$ cat src/rtl/ckd_pkg.sv
// Constants for the dual oscillator clock control block.
// Assumes APB with 32-bit data and a single 10 MHz system clock.
package ckd_pkg;

    // ------------------------------------------------------------
    // Register indices (byte address is four times the index)
    // ------------------------------------------------------------
    localparam logic [5:0] CKD_IDX_TB_CTRL  = 6'h3c;
    localparam logic [5:0] CKD_IDX_MASK_OPT = 6'h3d;
    localparam logic [5:0] CKD_IDX_MISC     = 6'h3e;
    localparam int         CKD_ADDR_W       = 8;

    // ------------------------------------------------------------
    // Field positions
    // ------------------------------------------------------------
    localparam int CKD_MISC_STABLE  = 7;
    localparam int CKD_MISC_SEL_HI  = 3;
    localparam int CKD_MISC_SEL_LO  = 2;
    localparam int CKD_MISC_ENABLE  = 1;
    localparam int CKD_TB_SRC_BIT   = 7;
    localparam int CKD_MASK_OPT_W   = 3;

    // ------------------------------------------------------------
    // Reset values
    // ------------------------------------------------------------
    localparam logic [1:0] CKD_SEL_RESET    = 2'h0;
    localparam logic       CKD_ENABLE_RESET = 1'b1;
    localparam logic       CKD_TB_SRC_RESET = 1'b0;

    // ------------------------------------------------------------
    // Divider chain: 7-bit prescaler below a 6-bit delay counter
    // ------------------------------------------------------------
    localparam int          CKD_PRE_W   = 7;
    localparam int          CKD_POD_W   = 6;
    localparam int          CKD_CHAIN_W = CKD_PRE_W + CKD_POD_W;
    localparam logic [12:0] CKD_PRESET  = 13'h0078;

    // System clock select codes
    localparam logic [1:0] CKD_SEL_MAIN_2  = 2'h0;
    localparam logic [1:0] CKD_SEL_MAIN_4  = 2'h1;
    localparam logic [1:0] CKD_SEL_MAIN_64 = 2'h2;
    localparam logic [1:0] CKD_SEL_SUB_2   = 2'h3;

    // Power mode states
    typedef enum logic [1:0] {
        CKD_RUN      = 2'b00,
        CKD_WAIT     = 2'b01,
        CKD_STOP     = 2'b10,
        CKD_RECOVER  = 2'b11
    } ckd_mode_t;

endpackage : ckd_pkg

$ cat src/rtl/ckd_div_if.sv
// Link between the clock controller and its prescaler/delay chain.
// Assumes both ends run on the same clock.
`timescale 1ns/100ps
`default_nettype none
interface ckd_div_if;
    logic run;        // Main oscillator running
    logic tick;       // One main oscillator cycle
    logic preset;     // Load chain with preset value
    logic clear_pod;  // Clear delay counter only
    logic tap2;
    logic tap4;
    logic tap64;
    logic tap128;
    logic ovf;        // Delay counter overflow

    modport ctl (output run, tick, preset, clear_pod, input tap2, tap4, tap64, tap128, ovf);
    modport div (input run, tick, preset, clear_pod, output tap2, tap4, tap64, tap128, ovf);
endinterface : ckd_div_if
`default_nettype wire

$ cat src/rtl/ckd_prescaler.sv
// Prescaler plus power-on-delay counter driven by main oscillator ticks.
// Assumes ticks arrive as one-cycle pulses synchronous to clk.
`timescale 1ns/100ps
`default_nettype none
module ckd_prescaler
    import ckd_pkg::*;
(
    // Clock and reset
    input  wire logic clk,
    input  wire logic rst,
    // Controller side
    ckd_div_if.div    dv
);

    typedef struct packed {
        logic [CKD_CHAIN_W-1:0] cnt;
    } ckd_pre_state_t;

    ckd_pre_state_t q;
    ckd_pre_state_t d;
    logic           step;

    // ------------------------------------------------------------
    // Taps and overflow
    // ------------------------------------------------------------
    assign step      = dv.run && dv.tick;
    assign dv.tap2   = step && q.cnt[0];                          // RULE_10
    assign dv.tap4   = step && (&q.cnt[1:0]);
    assign dv.tap64  = step && (&q.cnt[5:0]);
    assign dv.tap128 = step && (&q.cnt[CKD_PRE_W-1:0]);
    assign dv.ovf    = step && (&q.cnt) && !dv.preset && !dv.clear_pod; // RULE_11

    // ------------------------------------------------------------
    // Next count
    // ------------------------------------------------------------
    always_comb begin
        d = q;
        if (dv.preset) begin
            d.cnt = CKD_PRESET;                                   // RULE_12
        end else if (dv.clear_pod) begin
            d.cnt[CKD_CHAIN_W-1:CKD_PRE_W] = '0;                  // RULE_02
        end else if (step) begin
            d.cnt = q.cnt + 13'h0001;                             // Wraps at overflow
        end
    end

    // Power-on detection loads the preset
    always_ff @(posedge clk or posedge rst) begin
        if (rst) begin
            q.cnt <= CKD_PRESET;                                  // RULE_12
        end else begin
            q <= d;
        end
    end

endmodule : ckd_prescaler
`default_nettype wire

$ cat src/rtl/ckd_clock_ctrl.sv
// Dual oscillator clock control: system clock select, stop/wait
// sequencing, start-up delay and its register file on APB.
// Assumes oscillator ticks, wake sources and CPU requests are
// synchronous one-cycle pulses or levels on clk; rst is power-on.
//
// Behaviour
// RULE_01 - Main oscillator halts by stop or enable clear
// RULE_02 - Stop clears delay counter, keeps prescaler
// RULE_03 - Interrupt/reset exit restarts oscillator, waits overflow
// RULE_04 - External reset restores select and enable
// RULE_05 - Sub oscillator always runs, usable as source
// RULE_06 - On sub clock, main oscillator stoppable
// RULE_07 - Sub clock stop exit resumes at once
// RULE_08 - Enable clear presets chain, set restarts
// RULE_09 - Enable cleared: stop exit leaves oscillator off
// RULE_10 - Prescaler taps 2, 4, 64, 128
// RULE_11 - Delay overflow sets stable, releases delay
// RULE_12 - Chain preset on power-on and enable clear
// RULE_13 - System clock feeds all but time base
// RULE_14 - Select code picks system clock ratio
// RULE_15 - Reset selects main divided by two
// RULE_16 - Stop gates everything except time base
// RULE_17 - Stop entry clears stable, inits counter
// RULE_18 - Stop exit sources listed, time base conditional
// RULE_19 - Main clock stop exit waits overflow
// RULE_20 - Sub clock stop exit has no wait
// RULE_21 - Wait halts processor only, any interrupt exits
// RULE_22 - Oscillator option settings readable by software
// RULE_23 - Time base source select, write once
//
// The implementer's own choices: the APB register port and the register addresses.
`timescale 1ns/100ps
`default_nettype none
module ckd_clock_ctrl
    import ckd_pkg::*;
(
    // Clock and power-on reset
    input  wire logic                  clk,
    input  wire logic                  rst,
    // APB slave
    input  wire logic                  psel,
    input  wire logic                  penable,
    input  wire logic                  pwrite,
    input  wire logic [CKD_ADDR_W-1:0] paddr,
    input  wire logic [31:0]           pwdata,
    input  wire logic [3:0]            pstrb,
    output logic [31:0]                prdata,
    output logic                       pready,
    output logic                       pslverr,
    // Oscillators
    input  wire logic                  main_osc_tick,
    input  wire logic                  sub_osc_tick,
    output logic                       main_osc_run,
    // Processor requests and reset sources
    input  wire logic                  stop_req,
    input  wire logic                  wait_req,
    input  wire logic                  ext_reset,
    input  wire logic                  int_reset,
    // Wake-up sources
    input  wire logic                  irq1,
    input  wire logic                  irq2,
    input  wire logic                  key_wakeup_interrupt,
    input  wire logic                  spi1_slave_wake,
    input  wire logic                  spi2_slave_wake,
    input  wire logic                  time_base_irq,
    input  wire logic                  any_irq,
    // Mask option straps
    input  wire logic [CKD_MASK_OPT_W-1:0] mask_option,
    // Clock enables and status
    output logic                       sys_clk_en,
    output logic                       cpu_clk_en,
    output logic                       time_base_clk_en,
    output logic                       reset_hold,
    output logic                       main_clk_stable_flag
);

    // ------------------------------------------------------------
    // State
    // ------------------------------------------------------------
    typedef struct packed {
        ckd_mode_t   mode;
        logic [1:0]  sel;          // sysclk_select_hi, sysclk_select_lo
        logic        main_clk_enable;
        logic        stable;
        logic        tb_src;       // timebase_source_select
        logic        tb_written;
        logic        hold;
        logic        osc_run;
        logic        sub_div;
        logic        sys_en;
        logic        cpu_en;
        logic        tb_en;
        logic [31:0] rdata;
        logic        ready;
        logic        err;
    } ckd_state_t;

    ckd_state_t q;
    ckd_state_t d;

    ckd_div_if  dv ();

    logic       wr_acc;
    logic       setup;
    logic [5:0] idx;
    logic       mapped;
    logic       rst_ev;
    logic       wake;
    logic       main_is_sys;
    logic       sys_pulse;
    logic       sub_pulse;
    logic       wr_enable_val;
    logic       enable_clear;
    logic       stop_enter;

    // ------------------------------------------------------------
    // Prescaler and delay counter
    // ------------------------------------------------------------
    ckd_prescaler u_pre (
        .clk (clk),
        .rst (rst),
        .dv  (dv.div)
    );

    // ------------------------------------------------------------
    // Helpers
    // ------------------------------------------------------------
    // Pick the system clock pulse for a select code
    function automatic logic ckd_sel_pulse(input logic [1:0] sel, input logic t2, input logic t4,
                                           input logic t64, input logic s2);
        logic p;
        p = 1'b0;
        case (sel)
            CKD_SEL_MAIN_2:  p = t2;
            CKD_SEL_MAIN_4:  p = t4;
            CKD_SEL_MAIN_64: p = t64;
            CKD_SEL_SUB_2:   p = s2;
            default:         p = 1'b0;
        endcase
        return p;
    endfunction : ckd_sel_pulse

    // Bus decode; access lasts one cycle since ready is raised at setup
    assign setup  = psel && !penable;
    assign idx    = paddr[7:2];
    assign mapped = (paddr[1:0] == 2'h0) &&
                    (idx == CKD_IDX_MISC || idx == CKD_IDX_MASK_OPT || idx == CKD_IDX_TB_CTRL);
    assign wr_acc = psel && penable && q.ready && pwrite && mapped && pstrb[0];

    // Reset sources that restore register defaults
    assign rst_ev = ext_reset || int_reset;

    // Stop wake-up; time base only counts when it runs from the sub oscillator
    assign wake = irq1 || irq2 || key_wakeup_interrupt || spi1_slave_wake ||
                  spi2_slave_wake || (time_base_irq && !q.tb_src);   // RULE_18

    assign main_is_sys = (q.sel != CKD_SEL_SUB_2);
    assign sub_pulse   = sub_osc_tick && q.sub_div;                   // RULE_05
    assign sys_pulse   = ckd_sel_pulse(q.sel, dv.tap2, dv.tap4, dv.tap64, sub_pulse); // RULE_14

    assign wr_enable_val = pwdata[CKD_MISC_ENABLE];
    assign enable_clear  = wr_acc && (idx == CKD_IDX_MISC) && !wr_enable_val && q.main_clk_enable;
    assign stop_enter    = (q.mode == CKD_RUN) && stop_req && !rst_ev;

    // Divider chain control
    assign dv.run       = q.osc_run;
    assign dv.tick      = main_osc_tick;
    assign dv.preset    = enable_clear && !rst_ev;                    // RULE_08
    assign dv.clear_pod = stop_enter && q.main_clk_enable;            // RULE_02

    // ------------------------------------------------------------
    // Next state
    // ------------------------------------------------------------
    always_comb begin
        d = q;

        // Sub oscillator divide by two never stops
        if (sub_osc_tick) begin
            d.sub_div = !q.sub_div;                                   // RULE_05
        end

        // Register writes
        if (wr_acc) begin
            case (idx)
                CKD_IDX_MISC: begin
                    d.sel             = {pwdata[CKD_MISC_SEL_HI], pwdata[CKD_MISC_SEL_LO]};
                    d.main_clk_enable = wr_enable_val;                // RULE_01
                    if (!wr_enable_val) begin
                        d.stable = 1'b0;                              // RULE_08
                    end
                end
                CKD_IDX_TB_CTRL: begin
                    if (!q.tb_written) begin
                        d.tb_src     = pwdata[CKD_TB_SRC_BIT];        // RULE_23
                        d.tb_written = 1'b1;
                    end
                end
                default: begin
                    d.tb_written = q.tb_written;
                end
            endcase
        end

        // Power mode sequencing
        case (q.mode)
            CKD_RUN: begin
                if (stop_req) begin
                    d.mode   = CKD_STOP;                              // RULE_16
                    d.stable = 1'b0;                                  // RULE_17
                end else if (wait_req) begin
                    d.mode = CKD_WAIT;                                // RULE_21
                end
            end
            CKD_WAIT: begin
                if (any_irq) begin
                    d.mode = CKD_RUN;                                 // RULE_21
                end
            end
            CKD_STOP: begin
                if (wake) begin
                    if (main_is_sys) begin
                        d.mode = CKD_RECOVER;                         // RULE_03 RULE_19
                    end else begin
                        d.mode = CKD_RUN;                             // RULE_07 RULE_09 RULE_20
                    end
                end
            end
            CKD_RECOVER: begin
                if (dv.ovf) begin
                    d.mode = CKD_RUN;                                 // RULE_11 RULE_19
                    d.hold = 1'b0;                                    // RULE_03
                end
            end
            default: begin
                d.mode = CKD_RUN;
            end
        endcase

        // External or internal reset restores defaults
        if (rst_ev) begin
            d.sel             = CKD_SEL_RESET;                        // RULE_04 RULE_15
            d.main_clk_enable = CKD_ENABLE_RESET;                     // RULE_04
            d.tb_src          = CKD_TB_SRC_RESET;                     // RULE_23
            d.tb_written      = 1'b0;
            // Oscillator was off or still starting: hold until overflow
            if (q.mode == CKD_STOP || q.mode == CKD_RECOVER || !q.main_clk_enable) begin
                d.mode = CKD_RECOVER;                                 // RULE_03
                d.hold = 1'b1;
            end else begin
                d.mode = CKD_RUN;
                d.hold = 1'b0;
            end
        end

        // Overflow sets the stable flag; ovf is masked by preset and clear_pod, so clears made with those win
        if (dv.ovf) begin
            d.stable = 1'b1;                                          // RULE_11 RULE_07
        end

        // Oscillator runs only when enabled and not stopped
        d.osc_run = d.main_clk_enable && (d.mode != CKD_STOP);        // RULE_01 RULE_06 RULE_08

        // Clock enables; stop gates the system path off
        d.sys_en = sys_pulse && (q.mode == CKD_RUN || q.mode == CKD_WAIT); // RULE_13 RULE_16
        d.cpu_en = sys_pulse && (q.mode == CKD_RUN) && !q.hold;           // RULE_21
        d.tb_en  = q.tb_src ? dv.tap128 : sub_osc_tick;                    // RULE_13 RULE_23

        // Bus answer, one cycle after setup
        d.ready = setup;
        d.err   = setup && !mapped;
        d.rdata = 32'h0000_0000;
        if (setup && !pwrite && mapped) begin
            case (idx)
                CKD_IDX_MISC: begin
                    d.rdata[CKD_MISC_STABLE] = q.stable;
                    d.rdata[CKD_MISC_SEL_HI] = q.sel[1];
                    d.rdata[CKD_MISC_SEL_LO] = q.sel[0];
                    d.rdata[CKD_MISC_ENABLE] = q.main_clk_enable;
                end
                CKD_IDX_MASK_OPT: begin
                    d.rdata[CKD_MASK_OPT_W-1:0] = mask_option;        // RULE_22
                end
                CKD_IDX_TB_CTRL: begin
                    d.rdata[CKD_TB_SRC_BIT] = q.tb_src;
                end
                default: begin
                    d.rdata = 32'h0000_0000;
                end
            endcase
        end
    end

    // ------------------------------------------------------------
    // Registers; power-on starts in recovery with reset held
    // ------------------------------------------------------------
    always_ff @(posedge clk or posedge rst) begin
        if (rst) begin
            q.mode            <= CKD_RECOVER;
            q.sel             <= CKD_SEL_RESET;                       // RULE_15
            q.main_clk_enable <= CKD_ENABLE_RESET;
            q.stable          <= 1'b0;
            q.tb_src          <= CKD_TB_SRC_RESET;
            q.tb_written      <= 1'b0;
            q.hold            <= 1'b1;
            q.osc_run         <= 1'b1;
            q.sub_div         <= 1'b0;
            q.sys_en          <= 1'b0;
            q.cpu_en          <= 1'b0;
            q.tb_en           <= 1'b0;
            q.rdata           <= 32'h0000_0000;
            q.ready           <= 1'b0;
            q.err             <= 1'b0;
        end else begin
            q <= d;
        end
    end

    // ------------------------------------------------------------
    // Outputs, all straight from flops
    // ------------------------------------------------------------
    assign prdata               = q.rdata;
    assign pready               = q.ready;
    assign pslverr              = q.err;
    assign main_osc_run         = q.osc_run;
    assign sys_clk_en           = q.sys_en;
    assign cpu_clk_en           = q.cpu_en;
    assign time_base_clk_en     = q.tb_en;
    assign reset_hold           = q.hold;
    assign main_clk_stable_flag = q.stable;

endmodule : ckd_clock_ctrl
`default_nettype wire

$ cat config.mk
export PLATFORM = sky130hd
export DESIGN_NAME = ckd_clock_ctrl
export DESIGN_NICKNAME = d
export VERILOG_FILES = /design/src/rtl/ckd_pkg.sv /design/src/rtl/ckd_div_if.sv /design/src/rtl/ckd_prescaler.sv /design/src/rtl/ckd_clock_ctrl.sv
export SDC_FILE = /design/constraint.sdc
export NUM_CORES = 1
export LEC_CHECK = 0
export BUFFER_PORTS_ARGS = -buffer_cell sky130_fd_sc_hd__buf_2
export CAP_MARGIN = 25
export CORE_MARGIN = 10
export CORE_UTILIZATION = 30
export DETAILED_ROUTE_END_ITERATION = 10
export PLACE_DENSITY = 0.63
export SLEW_MARGIN = 40
export SYNTH_ARGS = -nofsm -noshare
export SYNTH_HDL_FRONTEND = slang
export SYNTH_SLANG_ARGS = --single-unit
$ cat constraint.sdc
create_clock -name clk -period 2 [get_ports clk]
set_input_delay 0.1 -clock clk [delete_from_list [all_inputs] [get_ports clk]]
set_output_delay 0.1 -clock clk [all_outputs]
set_load 0.1 [all_outputs]
==> Yosys cells after proc, flatten, opt, wreduce, memory -nomap -nowiden <==
Cells that the tools add are included.
{ "totals": {"ff_bits": 61, "out_inout_bits": 40, "elab_cells": 136} }
{ "classes": {"n_addsub": 1, "eq_ne": 13, "muxes": 33, "reduce_logical": 72} }
{ "ops": {"columns": ["cell", "n"], "rows": [
  ["logical AND 1 bit", 31],
  ["2-to-1 mux 13 bit", 2],
  ["equality test 6 bit, second input constant", 3],
  ["2-to-1 mux 2 bit", 8],
  ["adder 13 x 1 -> 13 bit, second input constant", 1],
  ["AND reduction 13 bit", 1],
  ["2-to-1 mux 1 bit", 12],
  ["2-to-1 mux 6 bit", 2],
  ["nonzero test 2 bit", 6],
  ["logical NOT 1 bit", 11],
  ["logical OR 1 bit", 11],
  ["AND reduction 2 bit", 5],
  ["equality test 2 bit, second input constant", 4],
  ["2-to-1 mux 8 bit", 1],
  ["one-hot mux 2 bit (4 select lines)", 1],
  ["2-to-1 mux 7 bit", 1],
  ["AND reduction 7 bit", 1],
  ["logical NOT 2 bit", 3],
  ["AND reduction 6 bit", 1],
  ["2-to-1 mux 5 bit", 1],
  ["equality test 2 x 1 -> 1 bit, second input constant", 2],
  ["2-to-1 mux 4 bit", 1],
  ["inequality test 2 x 1 -> 1 bit, second input constant", 2],
  ["inequality test 2 bit, second input constant", 2],
  ["6 further kinds", 6]
]} }

==> Logic depth before layout (Yosys ltp) <==
Gate-level depths: netlist (run 1).
{ "logic_depth": {"ltp_word": 18, "mapped_depth": 6} }

==> By module <==
From an unflattened synthesis (run 1), not the netlist that was laid out.
{ "unflattened": {"cells_unflattened": 211, "hier_area_um2": 2035.7} }
{ "by_module_without_submodules": {"columns": ["mod", "instances", "cells_each", "area_per_inst_um2", "seq_area_each_um2"], "rows": [
  ["ckd_clock_ctrl", 1, 132, 1271.2, 531.8],
  ["ckd_prescaler", 1, 79, 764.5, 330.3]
]} }

==> Least setup slack after synthesis (run 1) <==
No wires, ideal clock.
{ "synth_path": {"path_type": "register -> register", "start": "register q, in the netlist pready", "end": "register q, in the netlist main_clk_stable_flag", "setup_ns": 0.123, "arrival_ns": 2.128, "t_required_ns": 1.877, "slack_ns": -0.252, "path_stages_with_launch": 6, "synth_period_minus_slack_ns": 2.252, "cell_sequence": "dfrtp_1 and3_1 nand3_1 or4_4 nand2_4 o21ai_1"} }
{ "synth_lines": {"columns": ["element", "line", "source"], "rows": [
  ["start: declaration", "ckd_clock_ctrl.sv:98", "ckd_state_t q;"]
]} }

==> results.md, run 1 <==
- Status: finished, final reports clean
- Synth Flop Type: dfrtp_1
- Top Ports: 105
- Core Util, Final: 36.05%
- Ratio of cells with drive above 1 in the final layout: 29.57%
- CP Capture Type: flip-flop
- Area contributors post-synth: dfrtp_1 32%, buf_4 12%, dfstp_2 12%
- IO Port Bufs: 46
- Setup CP Type: reg -> reg
- R2R depth: 5
- Post-synth EDFFs: 0
- Final std cells w/o fill: 334
- Antenna viol nets, final: 0
- Initial DRT Pass Iterations: 4
- Post-DP HPWL: 3595 um
- Die area: 10,270 um^2
- Clock share of power: 26.7%
- Most frequent cells in the layout: 46 x buf_2, 27 x conb_1, 24 x dfrtp_1
- Worst IR Drop VDD: 0.3075 mV
- Area delta synth->final: 16.02%
- Root Buffer Master: clkbuf_8
- Synthesized flop and latch total: 34
- FILL cells: 681
- Number of antenna violations at the first check in global routing: 0
- Max Fclk: 581.4 MHz
- Reg2reg end: main_clk_stable_flag$_DFF_PP0_
- Final Net Count: 325
- Share of the synthesized area in the top cell type: 31.53%
- R2r setup slk: 0.28 ns
- End point of the critical path: main_clk_stable_flag$_DFF_PP0_
- PD cells: 845.6 nW/um^2
- Total Routing Usage GR: 8.982%
- Post-placement worst setup slack: 0.2763 ns
- Commonest non-fill, non-tap cell in the layout: buf_2
- Post-Synthesis Cells: 205
- Synth Warn #: 0
- Worst skew pair latency: 0.28 ns
- FP Rows: 29
- Post_cts resized: 0
- TritonCTS buffer count: 5
- Maximum number of pins on one net before global-route repair: 35
- P_leak: 1.182 nW
- Fin crit share: 86.00%
- Synth cell types: 50
- Clock Pin Slew Worst Setup and Hold Paths: 0.07 ns
- Post-synthesis sequential area ratio: 43.44%
- Setup TNS: 0 ns
- GP Congestion: 0.8128
- Vias/cell: 4.431
- Endpoints failing hold: 0
- Core area: 6386 um^2
- CTS Buffer Depth: 2
- Internal Pwr Total: 1.219 mW
- Synth area leader: dfrtp_1
- CTS H-tree lvls: 2
- Vias in the first global route: 1,602
- Crit path time final: 1.720 ns
- Hold WC Path Type: in -> reg
- Critical Path AT: 1.89 ns
- Reg-to-reg startpoint: pready$_DFF_PP0_
- Final WL: 4439 um
- RSZ-0062 raised after global routing: false
- Via count: 1,480
- CTS tree: done
- Final setup fails: 0
- DRC Markers: 0
- Iteration-0 DRC Markers: 45
- Setup Skew: 0.004942 ns
- Sw Share: 37.40%
- Critical-path maximum fanout: 7
- Dpl cells: 325
- Logic pwr share: 27.7%
- Ys async rst share: 100.0%
- Mapped cell area: 1984 um^2
- First-pass GRT wire length: 7445 um
- CP required: 2.17 ns
- Max-cap check violation count: 0
- Sw power: 0.7281 mW
- Sequential share of power: 45.7%
- Initial Util: 31.07%
- Detailed-route wire length per cell: 13.29 um
- Setup ws final: 0.2800 ns
- Critical path startpoint category: flip-flop
- Min-Delay Startpoint: paddr[2]
- Number of clock sinks: 34
- Slew Viols, Final: 0
- ANT cells: 0
- Overflow after GRT: 0
- Worst Setup SP: pready$_DFF_PP0_
- Die Y: 101.3 um
- Die W: 101.3 um
- Post-synthesis area per instance: 9.680 um^2
-- synth_stat cells, types with 3 or more instances --
cell type	number
xnor2_1	3
mux2i_1	7
o21ai_0	6
nand3_1	7
dfrtp_1	25
buf_4	32
nand2_1	19
nor2_1	23
ha_1	4
a21oi_1	3
xor2_1	9
inv_1	10
nor3_1	5
dfstp_2	9
nand4_1	4
-- what timing repair did --
action | CTS | global route
hold buffers | 1 | 0
hold endpoints to repair | 25 | 0
setup buffers | 0 | 0
-- registers in the layout, indices dropped and copies added, names as in the netlist --
signal	count
prdata	5
u_pre.q	13
sys_clk_en	1
pready	1
main_osc_run	1
time_base_clk_en	1
q	8
main_clk_stable_flag	1
cpu_clk_en	1
pslverr	1
reset_hold	1
-- logic make-up (layout without fill, tap and decap cells) --
logic type | count (synthesis) | after routing | synth area share [%]
simple gates | 81 | 81 | 23.27
other cells | 1 | 27 | 0.1890
compound gates | 20 | 20 | 6.495
mux | 8 | 8 | 4.098
flops | 34 | 34 | 43.44
buf+inv | 45 | 71 | 14.69
xor+xnor | 12 | 12 | 5.297
fa+ha+maj | 4 | 4 | 2.522
-- metal layers --
metal  vias to the layer above  track usage, %  share of wire (%)
li1                        737               -                  -
met1                       689           10.08                 42
met2                        45           15.53                 51
met3                         9           2.451                5.1
met4                         0           3.966                2.1
met5                         -               0                  0
-- through the flow --
stage | power [mW] | instance area [um^2] | hold slack (ns)
detailed placement | 1.436 | 2201 | 0.2188
CTS | 1.962 | 2302 | 0.01716
finish | 1.947 | 2302 | 0.02329
global placement | 1.426 | 2201 | 0.2241
global route | 2.060 | 2302 | 0.02429
floorplan | 1.376 | 2083 | 0.1735
-- layout make-up --
type                    count  area [um^2]  area share (%)
repair buffers             53        285.3           12.39
multi-input cells         152        928.4           40.33
clock inverters             1        5.005          0.2174
well taps                  77        96.34           4.185
flip-flops and latches     34        863.3           37.50
clock buffers               7        86.33           3.750
inverters                  10        37.54           1.630
-- worst min path at each step --
| stage | slack (ns) | end | cells past startpoint |
|---|---|---|---|
| after CTS | 0.02 | prdata[7]$_DFF_PP0_ | 2 |
| after global placement | 0.22 | prdata[2]$_DFF_PP0_ | 3 |
| after global routing | 0.02 | prdata[7]$_DFF_PP0_ | 2 |
| final | 0.02 | prdata[7]$_DFF_PP0_ | 2 |
| after detailed placement | 0.22 | prdata[2]$_DFF_PP0_ | 3 |
| after floorplan | 0.17 | prdata[7]$_DFF_PP0_ | 1 |
-- power groups by stage --
| stage | Sequential [mW] | Combinational [mW] | Clock (mW) |
|---|---|---|---|
| floorplan | 0.919 | 0.457 | 0 |
| global placement | 0.899 | 0.527 | 0 |
| detailed placement | 0.898 | 0.538 | 0 |
| CTS | 0.888 | 0.540 | 0.533 |
| global route | 0.903 | 0.588 | 0.569 |
| finish | 0.889 | 0.539 | 0.519 |
-- worst max-delay path, cell delays in order (launching register included) --
cell     delay, ns
dfrtp_2       0.35
and3_1        0.15
nand3_1       0.25
or4_4         0.66
nand2_4       0.13
o21ai_1       0.07
Note: power is estimated with default switching activity, not from simulation.
==> inputs of run 2 (changes only) <==
--- a/config.mk
+++ b/config.mk
@@ -10,7 +10,6 @@
 export CORE_MARGIN = 10
 export CORE_UTILIZATION = 30
 export DETAILED_ROUTE_END_ITERATION = 10
-export PLACE_DENSITY = 0.63
 export SLEW_MARGIN = 40
 export SYNTH_ARGS = -nofsm -noshare
 export SYNTH_HDL_FRONTEND = slang
==> results.md, run 2 (synthesis results as in run 1) <==
- DRC Markers: 0 (unchanged)
- Endpoints failing hold: 0 (unchanged)
- Total Routing Usage GR: 9.401% (was 8.982%)
- Final WL: 4668 um (was 4439 um)
- CTS tree: done (unchanged)
- Sw power: 0.7405 mW (was 0.7281 mW)
- RSZ-0062 raised after global routing: false (unchanged)
- Setup TNS: 0 ns (unchanged)
- Min-Delay Startpoint: mask_option[0] (was paddr[2])
- Area delta synth->final: 16.02% (unchanged)
- CP required: 2.17 ns (about the same)
- Sw Share: 37.80% (was 37.40%)
- Final Power: 1.959 mW (was 1.947 mW)
- Die area: 10,270 um^2 (unchanged)
- Min-Delay Path Depth: 3 (was 2)
- Final Net Count: 325 (unchanged)
- PD cells: 850.8 nW/um^2 (was 845.6 nW/um^2)
- Reg2reg end: main_clk_stable_flag$_DFF_PP0_ (unchanged)
- Core Util, Final: 36.05% (unchanged)
- Slew Viols, Final: 0 (unchanged)
- Placed cell areas: 2201 um^2 (unchanged)
- Sequential share of power: 45.5% (was 45.7%)
- Setup CP Type: reg -> reg (unchanged)
- Commonest non-fill, non-tap cell in the layout: buf_2 (unchanged)
- Internal Pwr Total: 1.218 mW (was 1.219 mW)
- Critical-path maximum fanout: 7 (unchanged)
- FP Rows: 29 (unchanged)
- Final setup fails: 0 (unchanged)
- Number of clock sinks: 34 (unchanged)
- Crit path time final: 1.741 ns (was 1.720 ns)
- R2r setup slk: 0.26 ns (was 0.28 ns)
- Vias/cell: 4.365 (was 4.431)
- Top reg by flops: u_pre.q (unchanged)
- R2R depth: 5 (unchanged)
- Antenna viol nets, final: 0 (unchanged)
- Clock Pin Slew Worst Setup and Hold Paths: 0.07 ns (about the same)
- CP Capture Type: flip-flop (unchanged)
- Status: finished, final reports clean (unchanged)
- Clock share of power: 26.8% (was 26.7%)
- CTS H-tree lvls: 2 (unchanged)
- TritonCTS buffer count: 5 (unchanged)
- Iteration-0 DRC Markers: 46 (was 45)
- Core area: 6386 um^2 (unchanged)
- Via count: 1,458 (was 1,480)
- Die Y: 101.3 um (unchanged)
- Critical Path AT: 1.92 ns (was 1.89 ns)
- Post-DP HPWL: 3669 um (was 3595 um)
- Reg-to-reg startpoint: pready$_DFF_PP0_ (unchanged)
- Number of antenna violations at the first check in global routing: 0 (unchanged)
- Initial DRT Pass Iterations: 4 (unchanged)
- Root Buffer Master: clkbuf_8 (unchanged)
- Maximum number of pins on one net before global-route repair: 35 (unchanged)
- Die W: 101.3 um (unchanged)
- Worst IR Drop VDD: 0.3078 mV (was 0.3075 mV)
- GP Congestion: 0.7697 (was 0.8128)
- Logic pwr share: 27.7% (about the same)
- Critical path startpoint category: flip-flop (unchanged)
- IO Port Bufs: 46 (unchanged)
- CTS Buffer Depth: 2 (unchanged)
- Number of flip-flops in the largest register: 13 (unchanged)
- Top Ports: 105 (unchanged)
- Ratio of cells with drive above 1 in the final layout: 29.57% (unchanged)
- Initial Util: 31.07% (unchanged)
- Post_cts resized: 0 (unchanged)
- First-pass GRT wire length: 7596 um (was 7445 um)
- Max-cap check violation count: 0 (unchanged)
- P_leak: 1.182 nW (unchanged)
- Overflow after GRT: 0 (unchanged)
- ANT cells: 0 (unchanged)
- Detailed-route wire length per cell: 13.98 um (was 13.29 um)
- Max Fclk: 574.3 MHz (was 581.4 MHz)
- Most frequent cells in the layout: 46 x buf_2, 27 x conb_1, 24 x dfrtp_1 (unchanged)
- Setup bufs post-CTS: 0 (unchanged)
- Vias in the first global route: 1,570 (was 1,602)
- Worst skew pair latency: 0.29 ns (was 0.28 ns)
- Hold EP: prdata[0]$_DFF_PP0_ (was prdata[7]$_DFF_PP0_)
- Hold WC Path Type: in -> reg (unchanged)
- Setup Skew: 0.006137 ns (was 0.004942 ns)
- Fin crit share: 87.07% (was 86.00%)
- Final Instance Area: 2302 um^2 (unchanged)
run 2: cell counts in the layout (fill, tap and decap cells not counted):
Identical to the previous run, type by type.
run 2: worst max path at each step:
stage,startpoint,end,slack (ns),cells past startpoint
finish,pready$_DFF_PP0_,main_clk_stable_flag$_DFF_PP0_,0.26,5
global route,pready$_DFF_PP0_,main_clk_stable_flag$_DFF_PP0_,0.17,5
CTS,pready$_DFF_PP0_,main_clk_stable_flag$_DFF_PP0_,0.25,5
detailed placement,pready$_DFF_PP0_,main_clk_stable_flag$_DFF_PP0_,0.26,5
global placement,pready$_DFF_PP0_,main_clk_stable_flag$_DFF_PP0_,0.28,5
floorplan,pready$_DFF_PP0_,main_clk_stable_flag$_DFF_PP0_,0.02,5
run 2: through the flow:
step / cells / worst slack, ns / hold WS (ns)
detailed placement: 325 / 0.2620 / 0.2196
floorplan: 231 / 0.02353 / 0.1735
global placement: 325 / 0.2833 / 0.2222
global route: 334 / 0.1655 / 0.01805
CTS: 334 / 0.2503 / 0.01528
finish: 334 / 0.2587 / 0.02295
run 2: power by group through the flow:
stage	Sequential (mW)	Clock [mW]	Combinational [mW]
CTS	0.890	0.537	0.546
finish	0.891	0.526	0.542
floorplan	0.919	0	0.457
global route	0.906	0.570	0.596
global placement	0.899	0	0.529
detailed placement	0.898	0	0.545
run 2: per-layer routing:
layer  up-vias  wire length (um)  GRT usage (%)
li1        738                 -              -
met1       671              2111          11.12
met2        41              2235          14.94
met3         8               218          3.268
met4         0               102          4.394
met5         -                 0              0
run 2: cell type report:
type | count | area (um^2)
Clock inverter | 1 | 5.005
Tap cell | 77 | 96.34
Inverter | 10 | 37.54
Timing Repair Buffer | 53 | 285.3
Clock buffer | 7 | 86.33
Fill cell | 692 | 4084
Sequential cell | 34 | 863.3
Multi-Input combinational cell | 152 | 928.4
run 2: what timing repair did:
action                                  in CTS  in global routing
hold endpoints to repair                    25                  0
hold buffers                                 1                  0
endpoints found under the setup margin       0                  0
run 2: critical path, stage by stage, from the launching register on:
cell and delay, ns:
dfrtp_2 0.35, and3_1 0.15, nand3_1 0.26, or4_4 0.66, nand2_4 0.13, o21ai_1 0.07
